<file path="config.mk">
export PLATFORM = sky130hd
export DESIGN_NAME = baud_ctl
export DESIGN_NICKNAME = d
export VERILOG_FILES = /design/src/rtl/baud_ctl_pkg.sv /design/src/rtl/baud_ctl.sv /design/src/rtl/pin_sync.sv
export SDC_FILE = /design/constraint.sdc
export NUM_CORES = 1
export LEC_CHECK = 0
export BUFFER_PORTS_ARGS = -buffer_cell sky130_fd_sc_hd__buf_2
export CAP_MARGIN = 20
export CORE_MARGIN = 4
export CORE_UTILIZATION = 45
export CTS_CLUSTER_SIZE = 30
export DETAILED_ROUTE_END_ITERATION = 7
export PLACE_DENSITY = 0.69
export SYNTH_ARGS = -nofsm -noshare
export SYNTH_HDL_FRONTEND = slang
export SYNTH_HIERARCHICAL = 1
export SYNTH_SLANG_ARGS = --single-unit
</file>
<file path="constraint.sdc">
create_clock -name ref_clk -period 2.9 [get_ports ref_clk]
set_input_delay 0.87 -clock ref_clk [delete_from_list [all_inputs] [get_ports ref_clk]]
set_output_delay 0.87 -clock ref_clk [all_outputs]
set_load 0.05 [all_outputs]
</file>
<file path="src/rtl/baud_ctl_pkg.sv">
/*
  Package for the baud control and status block: register offsets, bit
  positions, reset values and timing counts.
  Assumes a 100 MHz system clock and a 32-bit APB register bus.
*/
package baud_ctl_pkg;

  // ----------------------------------------------------------------------
  // Register map
  // ----------------------------------------------------------------------
  localparam logic [7:0] baud_control_offset = 8'h00;
  localparam logic [7:0] irq_status_offset   = 8'h04;
  localparam logic [7:0] irq_mask_offset     = 8'h08;
  localparam logic [7:0] line_control_offset = 8'h0c;
  localparam logic [7:0] measure_offset      = 8'h10;

  // ----------------------------------------------------------------------
  // Fields of baud_control
  // ----------------------------------------------------------------------
  localparam int autobaud_overflow_bit  = 7;
  localparam int receiver_idle_bit      = 6;
  localparam int line_polarity_bit      = 4;
  localparam int wide_baud_counter_bit  = 3;
  localparam int wakeup_enable_bit      = 1;
  localparam int autobaud_measure_bit   = 0;
  localparam logic [7:0] baud_control_reset = 8'h40;
  localparam logic [7:0] baud_control_wmask = 8'h1b;

  // Fields of line_control: bit 0 selects synchronous mode.
  localparam int sync_mode_bit = 0;

  // Interrupt status and mask bits.
  localparam int irq_wakeup_bit   = 0;
  localparam int irq_overflow_bit = 1;
  localparam int irq_width        = 2;

  // ----------------------------------------------------------------------
  // Timing
  // ----------------------------------------------------------------------
  localparam int clk_period_ns     = 10;
  localparam int measure_width     = 16;
  localparam int rx_start_ns       = 80;
  localparam int rx_start_cycles   = (rx_start_ns + clk_period_ns - 1) / clk_period_ns;
  localparam int char_bits         = 10;

endpackage

</file>
<file path="src/rtl/baud_ctl.sv">
/*
  Baud control and status block: the control/status register, receiver
  idle tracking, transmit/clock idle polarity, wake-up on a receive falling
  edge and auto-baud overflow flagging, reached over APB.
  Assumes rx_pin is asynchronous to ref_clk (the serial clock is toggled on ref_clk) and that
  the transmit and measurement engines live elsewhere and report in.
*/
//
// Behaviour
// - Receive-idle flag high unless character arriving
// - Async polarity one: transmit rests low
// - Async polarity zero: transmit rests high, default
// - Sync polarity selects serial clock idle level
// - Width select picks 16 or 8 bit counter
// - Async wake-up: fall interrupts, rise clears enable
`timescale 1ns/1ps
`default_nettype none
module baud_ctl
  import baud_ctl_pkg::*;
#(
  parameter int bit_cycles = 16
) (
  // Clock and reset
  input  wire logic        ref_clk,
  input  wire logic        rst_n,
  // APB slave
  input  wire logic        psel,
  input  wire logic        penable,
  input  wire logic        pwrite,
  input  wire logic [7:0]  paddr,
  input  wire logic [31:0] pwdata,
  output logic [31:0]      prdata,
  output logic             pready,
  output logic             pslverr,
  // Line side
  input  wire logic        rx_pin,
  input  wire logic        tx_data,
  input  wire logic        tx_active,
  input  wire logic        clk_active,
  output logic             tx_pin,
  output logic             serial_clock_line,
  // Engine side
  input  wire logic        measure_tick,
  output logic             wide_baud_counter,
  output logic             measure_run,
  output logic             irq
);
  import baud_ctl_pkg::*;

  // The bit counter is 16 bits wide and needs at least two cycles per bit.
  if (bit_cycles < 2 || bit_cycles > 65535) begin : g_bad_bit_cycles
    $error("bit_cycles out of range");
  end

  // ----------------------------------------------------------------------
  // State
  // ----------------------------------------------------------------------
  typedef enum logic [1:0] {rx_idle, rx_start, rx_busy} rx_phase_t;

  typedef struct packed {
    rx_phase_t              phase;
    logic [15:0]            bit_count;
    logic [3:0]             char_count;
    logic                   overflow;
    logic                   idle;
    logic                   polarity;
    logic                   wide;
    logic                   wakeup;
    logic                   measure;
    logic                   sync_mode;
    logic [irq_width-1:0]   status;
    logic [irq_width-1:0]   mask;
    logic [measure_width-1:0] timer;
    logic [31:0]            rdata;
    logic                   ready;
    logic                   err;
    logic                   tx;
    logic                   sck;
    logic                   irq;
  } ctl_state_t;

  ctl_state_t state;
  ctl_state_t next_state;

  logic rx_level;
  logic rx_rise;
  logic rx_fall;

  pin_sync #(.reset_level(1'b1)) u_rx_sync (
    .ref_clk (ref_clk),
    .rst_n   (rst_n),
    .pin     (rx_pin),
    .level   (rx_level),
    .rise    (rx_rise),
    .fall    (rx_fall)
  );

  logic        access;
  logic        wr;
  logic        rd;
  logic [7:0]  ctl_read;
  logic        wrap;

  assign access = psel & penable & ~state.ready;
  assign wr     = access & pwrite;
  assign rd     = access & ~pwrite;
  assign wrap   = state.measure & measure_tick & (&state.timer);
  assign ctl_read = {state.overflow, state.idle, 1'b0, state.polarity,
                     state.wide, 1'b0, state.wakeup, state.measure};

  // ----------------------------------------------------------------------
  // Next state
  // ----------------------------------------------------------------------
  always_comb begin
    next_state       = state;
    next_state.ready = access;
    next_state.err   = 1'b0;
    next_state.rdata = 32'h0000_0000;

    // Receiver tracking: a fall that survives the start check begins a
    // character, idle returns after a full character time.
    case (state.phase)
      rx_idle: begin
        if (rx_fall && !state.sync_mode) begin
          next_state.phase     = rx_start;
          next_state.bit_count = 16'h0000;
        end
      end
      rx_start: begin
        next_state.bit_count = state.bit_count + 16'h0001;
        if (rx_level) begin
          next_state.phase = rx_idle;
        end else if (state.bit_count >= 16'(rx_start_cycles)) begin
          next_state.phase      = rx_busy;
          next_state.bit_count  = 16'h0000;
          next_state.char_count = 4'h0;
        end
      end
      rx_busy: begin
        next_state.bit_count = state.bit_count + 16'h0001;
        if (state.bit_count >= 16'(bit_cycles - 1)) begin
          next_state.bit_count  = 16'h0000;
          next_state.char_count = state.char_count + 4'h1;
          if (state.char_count >= 4'(char_bits - 1)) begin
            next_state.phase = rx_idle;
          end
        end
      end
      default: next_state.phase = rx_idle;
    endcase
    // Auto-baud timer and overflow.
    if (state.measure && measure_tick) begin
      next_state.timer = state.timer + 16'h0001;
    end
    if (wrap && !state.sync_mode) begin
      next_state.overflow = 1'b1;
    end

    // Register access.
    if (wr) begin
      case (paddr)
        baud_control_offset: begin
          next_state.polarity = pwdata[line_polarity_bit];
          next_state.wide     = pwdata[wide_baud_counter_bit];
          next_state.wakeup   = pwdata[wakeup_enable_bit];
          next_state.measure  = pwdata[autobaud_measure_bit];
          if (pwdata[autobaud_measure_bit] && !state.measure) begin
            next_state.timer    = '0;
            next_state.overflow = 1'b0;
          end
        end
        irq_mask_offset:     next_state.mask = pwdata[irq_width-1:0];
        line_control_offset: next_state.sync_mode = pwdata[sync_mode_bit];
        irq_status_offset, measure_offset: ;
        default:             next_state.err = 1'b1;
      endcase
    end
    if (rd) begin
      case (paddr)
        baud_control_offset: next_state.rdata = {24'h000000, ctl_read};
        irq_status_offset: begin
          next_state.rdata  = {30'h0, state.status};
          next_state.status = '0;
        end
        irq_mask_offset:     next_state.rdata = {30'h0, state.mask};
        line_control_offset: next_state.rdata = {31'h0, state.sync_mode};
        measure_offset:      next_state.rdata = {16'h0000, state.timer};
        default:             next_state.err   = 1'b1;
      endcase
    end

    // Wake-up: hardware events win over the read clear.
    if (state.wakeup && !state.sync_mode) begin
      if (rx_fall) begin
        next_state.status[irq_wakeup_bit] = 1'b1;
      end
      if (rx_rise) begin
        next_state.wakeup = 1'b0;
      end
    end
    if (wrap && !state.sync_mode) begin
      next_state.status[irq_overflow_bit] = 1'b1;
    end

    // Idle line levels.
    if (tx_active) begin
      next_state.tx = tx_data;
    end else begin
      next_state.tx = ~next_state.polarity;
    end
    if (clk_active) begin
      next_state.sck = ~state.sck;
    end else begin
      next_state.sck = next_state.polarity;
    end

    // Idle uses the next mode so that a mode write cannot leave a stale flag.
    next_state.idle = (next_state.phase != rx_busy) | next_state.sync_mode;
    next_state.irq = |(next_state.status & next_state.mask);

    if (!rst_n) begin
      next_state           = '0;
      next_state.phase     = rx_idle;
      next_state.idle      = baud_control_reset[receiver_idle_bit];
      next_state.tx        = 1'b1;
    end
  end

  always_ff @(posedge ref_clk) begin
    state <= next_state;
  end

  assign prdata            = state.rdata;
  assign pready            = state.ready;
  assign pslverr           = state.err;
  assign tx_pin            = state.tx;
  assign serial_clock_line = state.sck;
  assign wide_baud_counter = state.wide;
  assign measure_run       = state.measure;
  assign irq               = state.irq;
endmodule
`default_nettype wire

</file>
<file path="src/rtl/pin_sync.sv">
/*
  Two-flop synchroniser with rise and fall detection after the second flop.
  Assumes the input is asynchronous to ref_clk.
*/
`timescale 1ns/1ps
`default_nettype none
module pin_sync #(
  parameter logic reset_level = 1'b1
) (
  // Clock and reset
  input  wire logic ref_clk,
  input  wire logic rst_n,
  // Pin and derived signals
  input  wire logic pin,
  output logic      level,
  output logic      rise,
  output logic      fall
);

  typedef struct packed {
    logic meta;
    logic sync;
    logic last;
  } sync_state_t;

  sync_state_t state;
  sync_state_t next_state;

  always_comb begin
    next_state      = state;
    next_state.meta = pin;
    next_state.sync = state.meta;
    next_state.last = state.sync;
    if (!rst_n) begin
      next_state = '{reset_level, reset_level, reset_level};
    end
  end

  always_ff @(posedge ref_clk) begin
    state <= next_state;
  end

  assign level = state.sync;
  assign rise  = state.sync & ~state.last;
  assign fall  = ~state.sync & state.last;

endmodule
`default_nettype wire

</file>
---- Word-level counts from Yosys, hierarchy flattened ----
Cells that the tools add are included.
word-level totals
  bits of input ports ..................... 50
  output and inout bits ................... 39
  bits in registers ....................... 89
  word-level logic and storage cells ...... 108
operators by class
  equal/unequal tests ..................... 11
  mux-type cells .......................... 35
  add/subtract/negate cells ............... 3
  reductions and logical operators ........ 18
  $lt $le $gt $ge ......................... 3
  bitwise gates (word level) .............. 16
operators by type and width
  cell                   count
  $pmux 16 s5            1
  $mux 16                3
  $pmux 16 s3            1
  $mux 22                2
  $mux 18                2
  $add 16x1->16 const B  2
  $ge 16x4->1 const B    2
  $mux 20                1
  $eq 8x4->1 const B     2
  $mux 1                 16
  $reduce_and 16->1      1
  $mux 2                 5
  $ne 2x2->1 const B     5
  $and 1x1->1            8
  $eq 8x3->1 const B     1
  $eq 8x5->1 const B     1
  $logic_not 8->1        1
  $pmux 4 s2             1
  $not 1->1              6
  $pmux 2 s3             1
  $reduce_and 2->1       3
  $logic_and 1x1->1      5
  $mux 5                 1
  $reduce_or 5->1        1
  other kinds (13)       14

---- Logic depth before layout (Yosys ltp) ----
  depth in word-level cells ............... 8
  depth in mapped cells ................... 8
  gate-level depth less buffers ........... 7

---- Cells and area by module ----
Netlist, hierarchy kept.
modules (own cells, without submodules)
  module    times used  seq. area each (sq um)  area an instance (sq um)  cells each
  baud_ctl  1           1401.3                  3505.9                    385
  pin_sync  1           60.1                    91.3                      8

---- Worst setup path after synthesis ----
No wires, ideal clock.
  path type ............................... in2reg
  from .................................... input port paddr[7]
  to ...................................... register state, in the netlist ctl_read[7]
  buffers on the path ..................... 1
  library setup time ...................... 0.117 ns
  stages on the path ...................... 6
  arrival ................................. 2.502 ns
  path slack .............................. 0.281 ns
  data required time ...................... 2.783 ns
  path through ............................ or4_4 -> nor4b_4 -> nand2_2 -> o21ai_2 -> buf_2 -> nor2_1
on the way
  cells in the longest elaborated chain, start to end .. 3
ends and longest elaborated chain
  what                  line             source
  from (decl)           baud_ctl.sv:30   input wire logic [7:0] paddr,
  $logic_not 8->1       baud_ctl.sv:161  case (paddr)
  $mux 1                baud_ctl.sv:161
  $mux 1                baud_ctl.sv:160  if (wr) begin
  to (signal assigned)  baud_ctl.sv:230  state <= next_state;
  to (decl)             baud_ctl.sv:82   ctl_state_t state;
No other way between the ends.
A chain may end at the register's enable or synchronous reset.

---- Worst setup path in the final report ----
  from .................................... register state[80] (netlist name)
  to ...................................... register state[82] (netlist name)
on the way
  cells in the longest elaborated chain, start to end .. 4
  elaborated cells between the ends (all ways) .. 7
  those cells by class .................... add/sub (1); order compare (2); mux (4)
ends and longest elaborated chain
  what                                                 line                                               source
  $add 16x1->16 / $ge 16x4->1 (equally long branches)  baud_ctl.sv:130, baud_ctl.sv:140, baud_ctl.sv:133
  $mux 22                                              baud_ctl.sv:133                                    end else if (state.bit_count >= 16'(rx_start_cycles)) begin
  $mux 20                                              baud_ctl.sv:131                                    if (rx_level) begin
  $pmux 16 s3 *                                        baud_ctl.sv:122                                    case (state.phase)
Every way passes the cells marked *; elsewhere a longest branch is shown, timed or not. The select of a mux whose other input is x is not followed.

==> results.sh <==
export IMPL_outcome="completed"
export IMPL_powerDensity_nw_per_um2=503
export IMPL_cap_violations=0
export IMPL_swShare_pct=27.1
export IMPL_ys_seq_area_share_pct=40.6
export IMPL_synthFlopType="dfxtp_1"
export IMPL_rsz0062_at_grt="no"
export IMPL_cts_hold_buffers=0
export IMPL_routed_wirelength_um=6970
export IMPL_p_int_uw=1460
export IMPL_syn_area_um2=3600
export IMPL_cts_resized=0
export IMPL_setup_violations=0
export IMPL_hold_violations=0
export IMPL_p_seq_share_pct=50.5
export IMPL_end_kind="flip-flop"
export IMPL_r2r_cells=5
export IMPL_clkTransAtPathRegs_ps=80
export IMPL_cts_sinks=73
export IMPL_diodes=0
export IMPL_startpoint="state[80]"
export IMPL_rows=32
export IMPL_fmax_ghz=0.447
export IMPL_hpwl_um=5130
export IMPL_die_area_um2=9490
export IMPL_gp_congestion=0.839
export IMPL_min_delay_start="u_rx_sync/state[2]"
export IMPL_antenna_found_initial=0
export IMPL_avgSynthCellArea_um2=9.15
export IMPL_wl_per_cell_um=13.0
export IMPL_htreeDepth=3
export IMPL_irDropWorstVdd_mv=0.304
export IMPL_dp_slack_ps=283
export IMPL_arrival_ps=2500
export IMPL_ys_types=56
export IMPL_grt_pass1_vias=2513
export IMPL_finalSetupTns_ps=0
export IMPL_cp_max_fo=15
export IMPL_layout_commonest_cell="dfxtp_1"
export IMPL_period_share_pct=77.2
export IMPL_grt_use_total_pct=15.2
export IMPL_grt_max_degree=18
export IMPL_dr_pass1_iters=4
export IMPL_critPathKind="reg -> reg"
export IMPL_cts_buffers=9
export IMPL_switching_power_uw=545
export IMPL_holdPathStages=1
export IMPL_num_io_pins=89
export IMPL_die_w_um=97.4
export IMPL_ys_seq_elements=73
export IMPL_post_cts_setup_buffers=0
export IMPL_die_height_um=97.4
export IMPL_cts_buffer_depth=2
export IMPL_drtIter0Drc=87
export IMPL_worstHoldPathType="reg -> reg"
export IMPL_worstSkewPairLatency_ps=350
export IMPL_combPwrFrac_pct=7.7
export IMPL_ys_warn_count=6
export IMPL_drive_gt1_share_pct=21.8
export IMPL_rr_startpoint="state[80]"
export IMPL_synthCells=393
export IMPL_max_slew_margin_rel_pct=51.1
export IMPL_route_detailed_drc=0
export IMPL_cts_tree="yes"
export IMPL_async_flop_share_pct=0
export IMPL_final_cell_mix="dfxtp_1 (73), buf_2 (44), nor2_1 (36), nand2_1 (27), inv_1 (18)"
export IMPL_start_util_pct=46.3
export IMPL_required_ps=3160
export IMPL_gr_total_overflow=0
export IMPL_cts_root_buffer="clkbuf_8"
export IMPL_grt_pass1_wl_um=12000
export IMPL_finalWorstSetupSlack_ps=660
export IMPL_worst_pin_slew_ps=725
export IMPL_port_buffer_count=44
export IMPL_fin_hold_ws_ps=417
export IMPL_drt_vias_per_instance=5.03
export IMPL_dr_total_vias=2701
export IMPL_final_nets=491
export IMPL_p_leak_uw=0.00163
export IMPL_startpoint_type="flip-flop"
export IMPL_ant_nets=0
export IMPL_finalMaxSlewViolations=0
export IMPL_synth_edf_count=0
export IMPL_syn2layout_area_growth_pct=11.1
export IMPL_fin_crit_ps=2240
export IMPL_finClkSkew_ps=9.98
export IMPL_power_frac_clock_pct=41.8
export IMPL_coreArea_um2=7770
==> Yosys cell counts (2+ instances only) <==
| cell | instances | area share (%) |
|---|---|---|
| a2111oi_2 | 2 | 0.83 |
| a21oi_1 | 12 | 1.7 |
| a22oi_1 | 7 | 1.5 |
| a311oi_1 | 2 | 0.49 |
| a31oi_1 | 5 | 0.87 |
| and2_1 | 2 | 0.35 |
| and3_1 | 16 | 2.8 |
| and3b_1 | 2 | 0.49 |
| buf_4 | 32 | 6.7 |
| clkbuf_1 | 9 | 0.94 |
| dfxtp_1 | 73 | 41 |
| ha_1 | 11 | 3.8 |
| inv_1 | 18 | 1.9 |
| mux2i_1 | 6 | 1.7 |
| nand2_1 | 27 | 2.8 |
| nand2b_1 | 6 | 1.0 |
| nand3_1 | 17 | 2.4 |
| nand3b_1 | 2 | 0.42 |
| nand4_1 | 8 | 1.4 |
| nor2_1 | 36 | 3.8 |
| nor2b_1 | 4 | 0.70 |
| nor3_1 | 13 | 1.8 |
| nor3_2 | 10 | 2.8 |
| nor4_1 | 3 | 0.52 |
| o211ai_1 | 3 | 0.63 |
| o21ai_0 | 5 | 0.70 |
| o31ai_1 | 2 | 0.42 |
| or3_1 | 2 | 0.35 |
| or4_1 | 3 | 0.63 |
| or4_4 | 3 | 0.94 |
| xnor2_1 | 15 | 3.7 |
| xor2_1 | 13 | 3.2 |
==> worst max-delay path, stage by stage, from the launching register on <==
cell and delay [ps]:
dfxtp_1 380, or4_4 590, o41a_1 480, a21bo_4 260
a21boi_4 160, a311oi_1 280
==> per-stage QoR <==
stage / instances / area, µm² / utilization [%] / power (µW)
after global routing: 537 / 4000 / 51.4 / 2090
after CTS: 537 / 4000 / 51.4 / 2040
after detailed placement: 521 / 3790 / 48.7 / 1190
final: 537 / 4000 / 51.4 / 2010
after floorplan: 408 / 3650 / - / 1170
after global placement: 521 / 3790 / 48.7 / 1190
==> logic make-up after synthesis <==
kind of cell               after synthesis  synth area share [%]
other                                    1                 0.104
xor gates and xnor gates                28                  6.82
DFF                                     73                  40.6
adders and majority gates               11                  3.83
buffers and inverters                   62                  10.1
and+or+nand+nor                        162                  25.8
muxes                                    7                  1.98
AOI/OAI and AO/OA                       49                  10.8
==> metal layers <==
metal,routed length (µm),part of all wire [%],track usage [%]
met5,0,0,0
met1,3410,49,21.1
met2,3010,43,22.9
met4,103,1.5,4.90
met3,442,6.3,4.16
==> power groups by stage <==
stage | combinational (µW) | sequential, µW | clock (µW)
3_3_place_gp | 154 | 1040 | 0
3_5_place_dp | 154 | 1040 | 0
4_1_cts | 155 | 1010 | 867
6_report | 155 | 1010 | 841
5_1_grt | 167 | 1020 | 910
2_1_floorplan | 124 | 1050 | 0
==> final cells by class <==
cell class	count	area, µm²
fill	759	3770
clock inverter	7	86.3
inverter	19	71.3
tap	102	128
multi-input combinational	273	1830
sequential	73	1460
timing repair buffer	54	295
clock buffer	9	124
==> registers in the layout, summed over array words and instances, names as in the netlist <==
name               count
ctl_read               4
irq                    1
measure_run            1
prdata                16
pready                 1
pslverr                1
serial_clock_line      1
state                 43
tx_pin                 1
u_rx_sync/level        1
u_rx_sync/state        2
wide_baud_counter      1
==> worst paths after layout <==
| path | endpoint | slack (ps) |
|---|---|---|
| worst max-delay path | state[82] | 660 |
| worst min-delay path | u_rx_sync/level | 420 |
| worst max register to register | state[82] | 660 |
| worst min register to register | u_rx_sync/level | 420 |
Note: power is estimated with default switching activity, not from simulation.
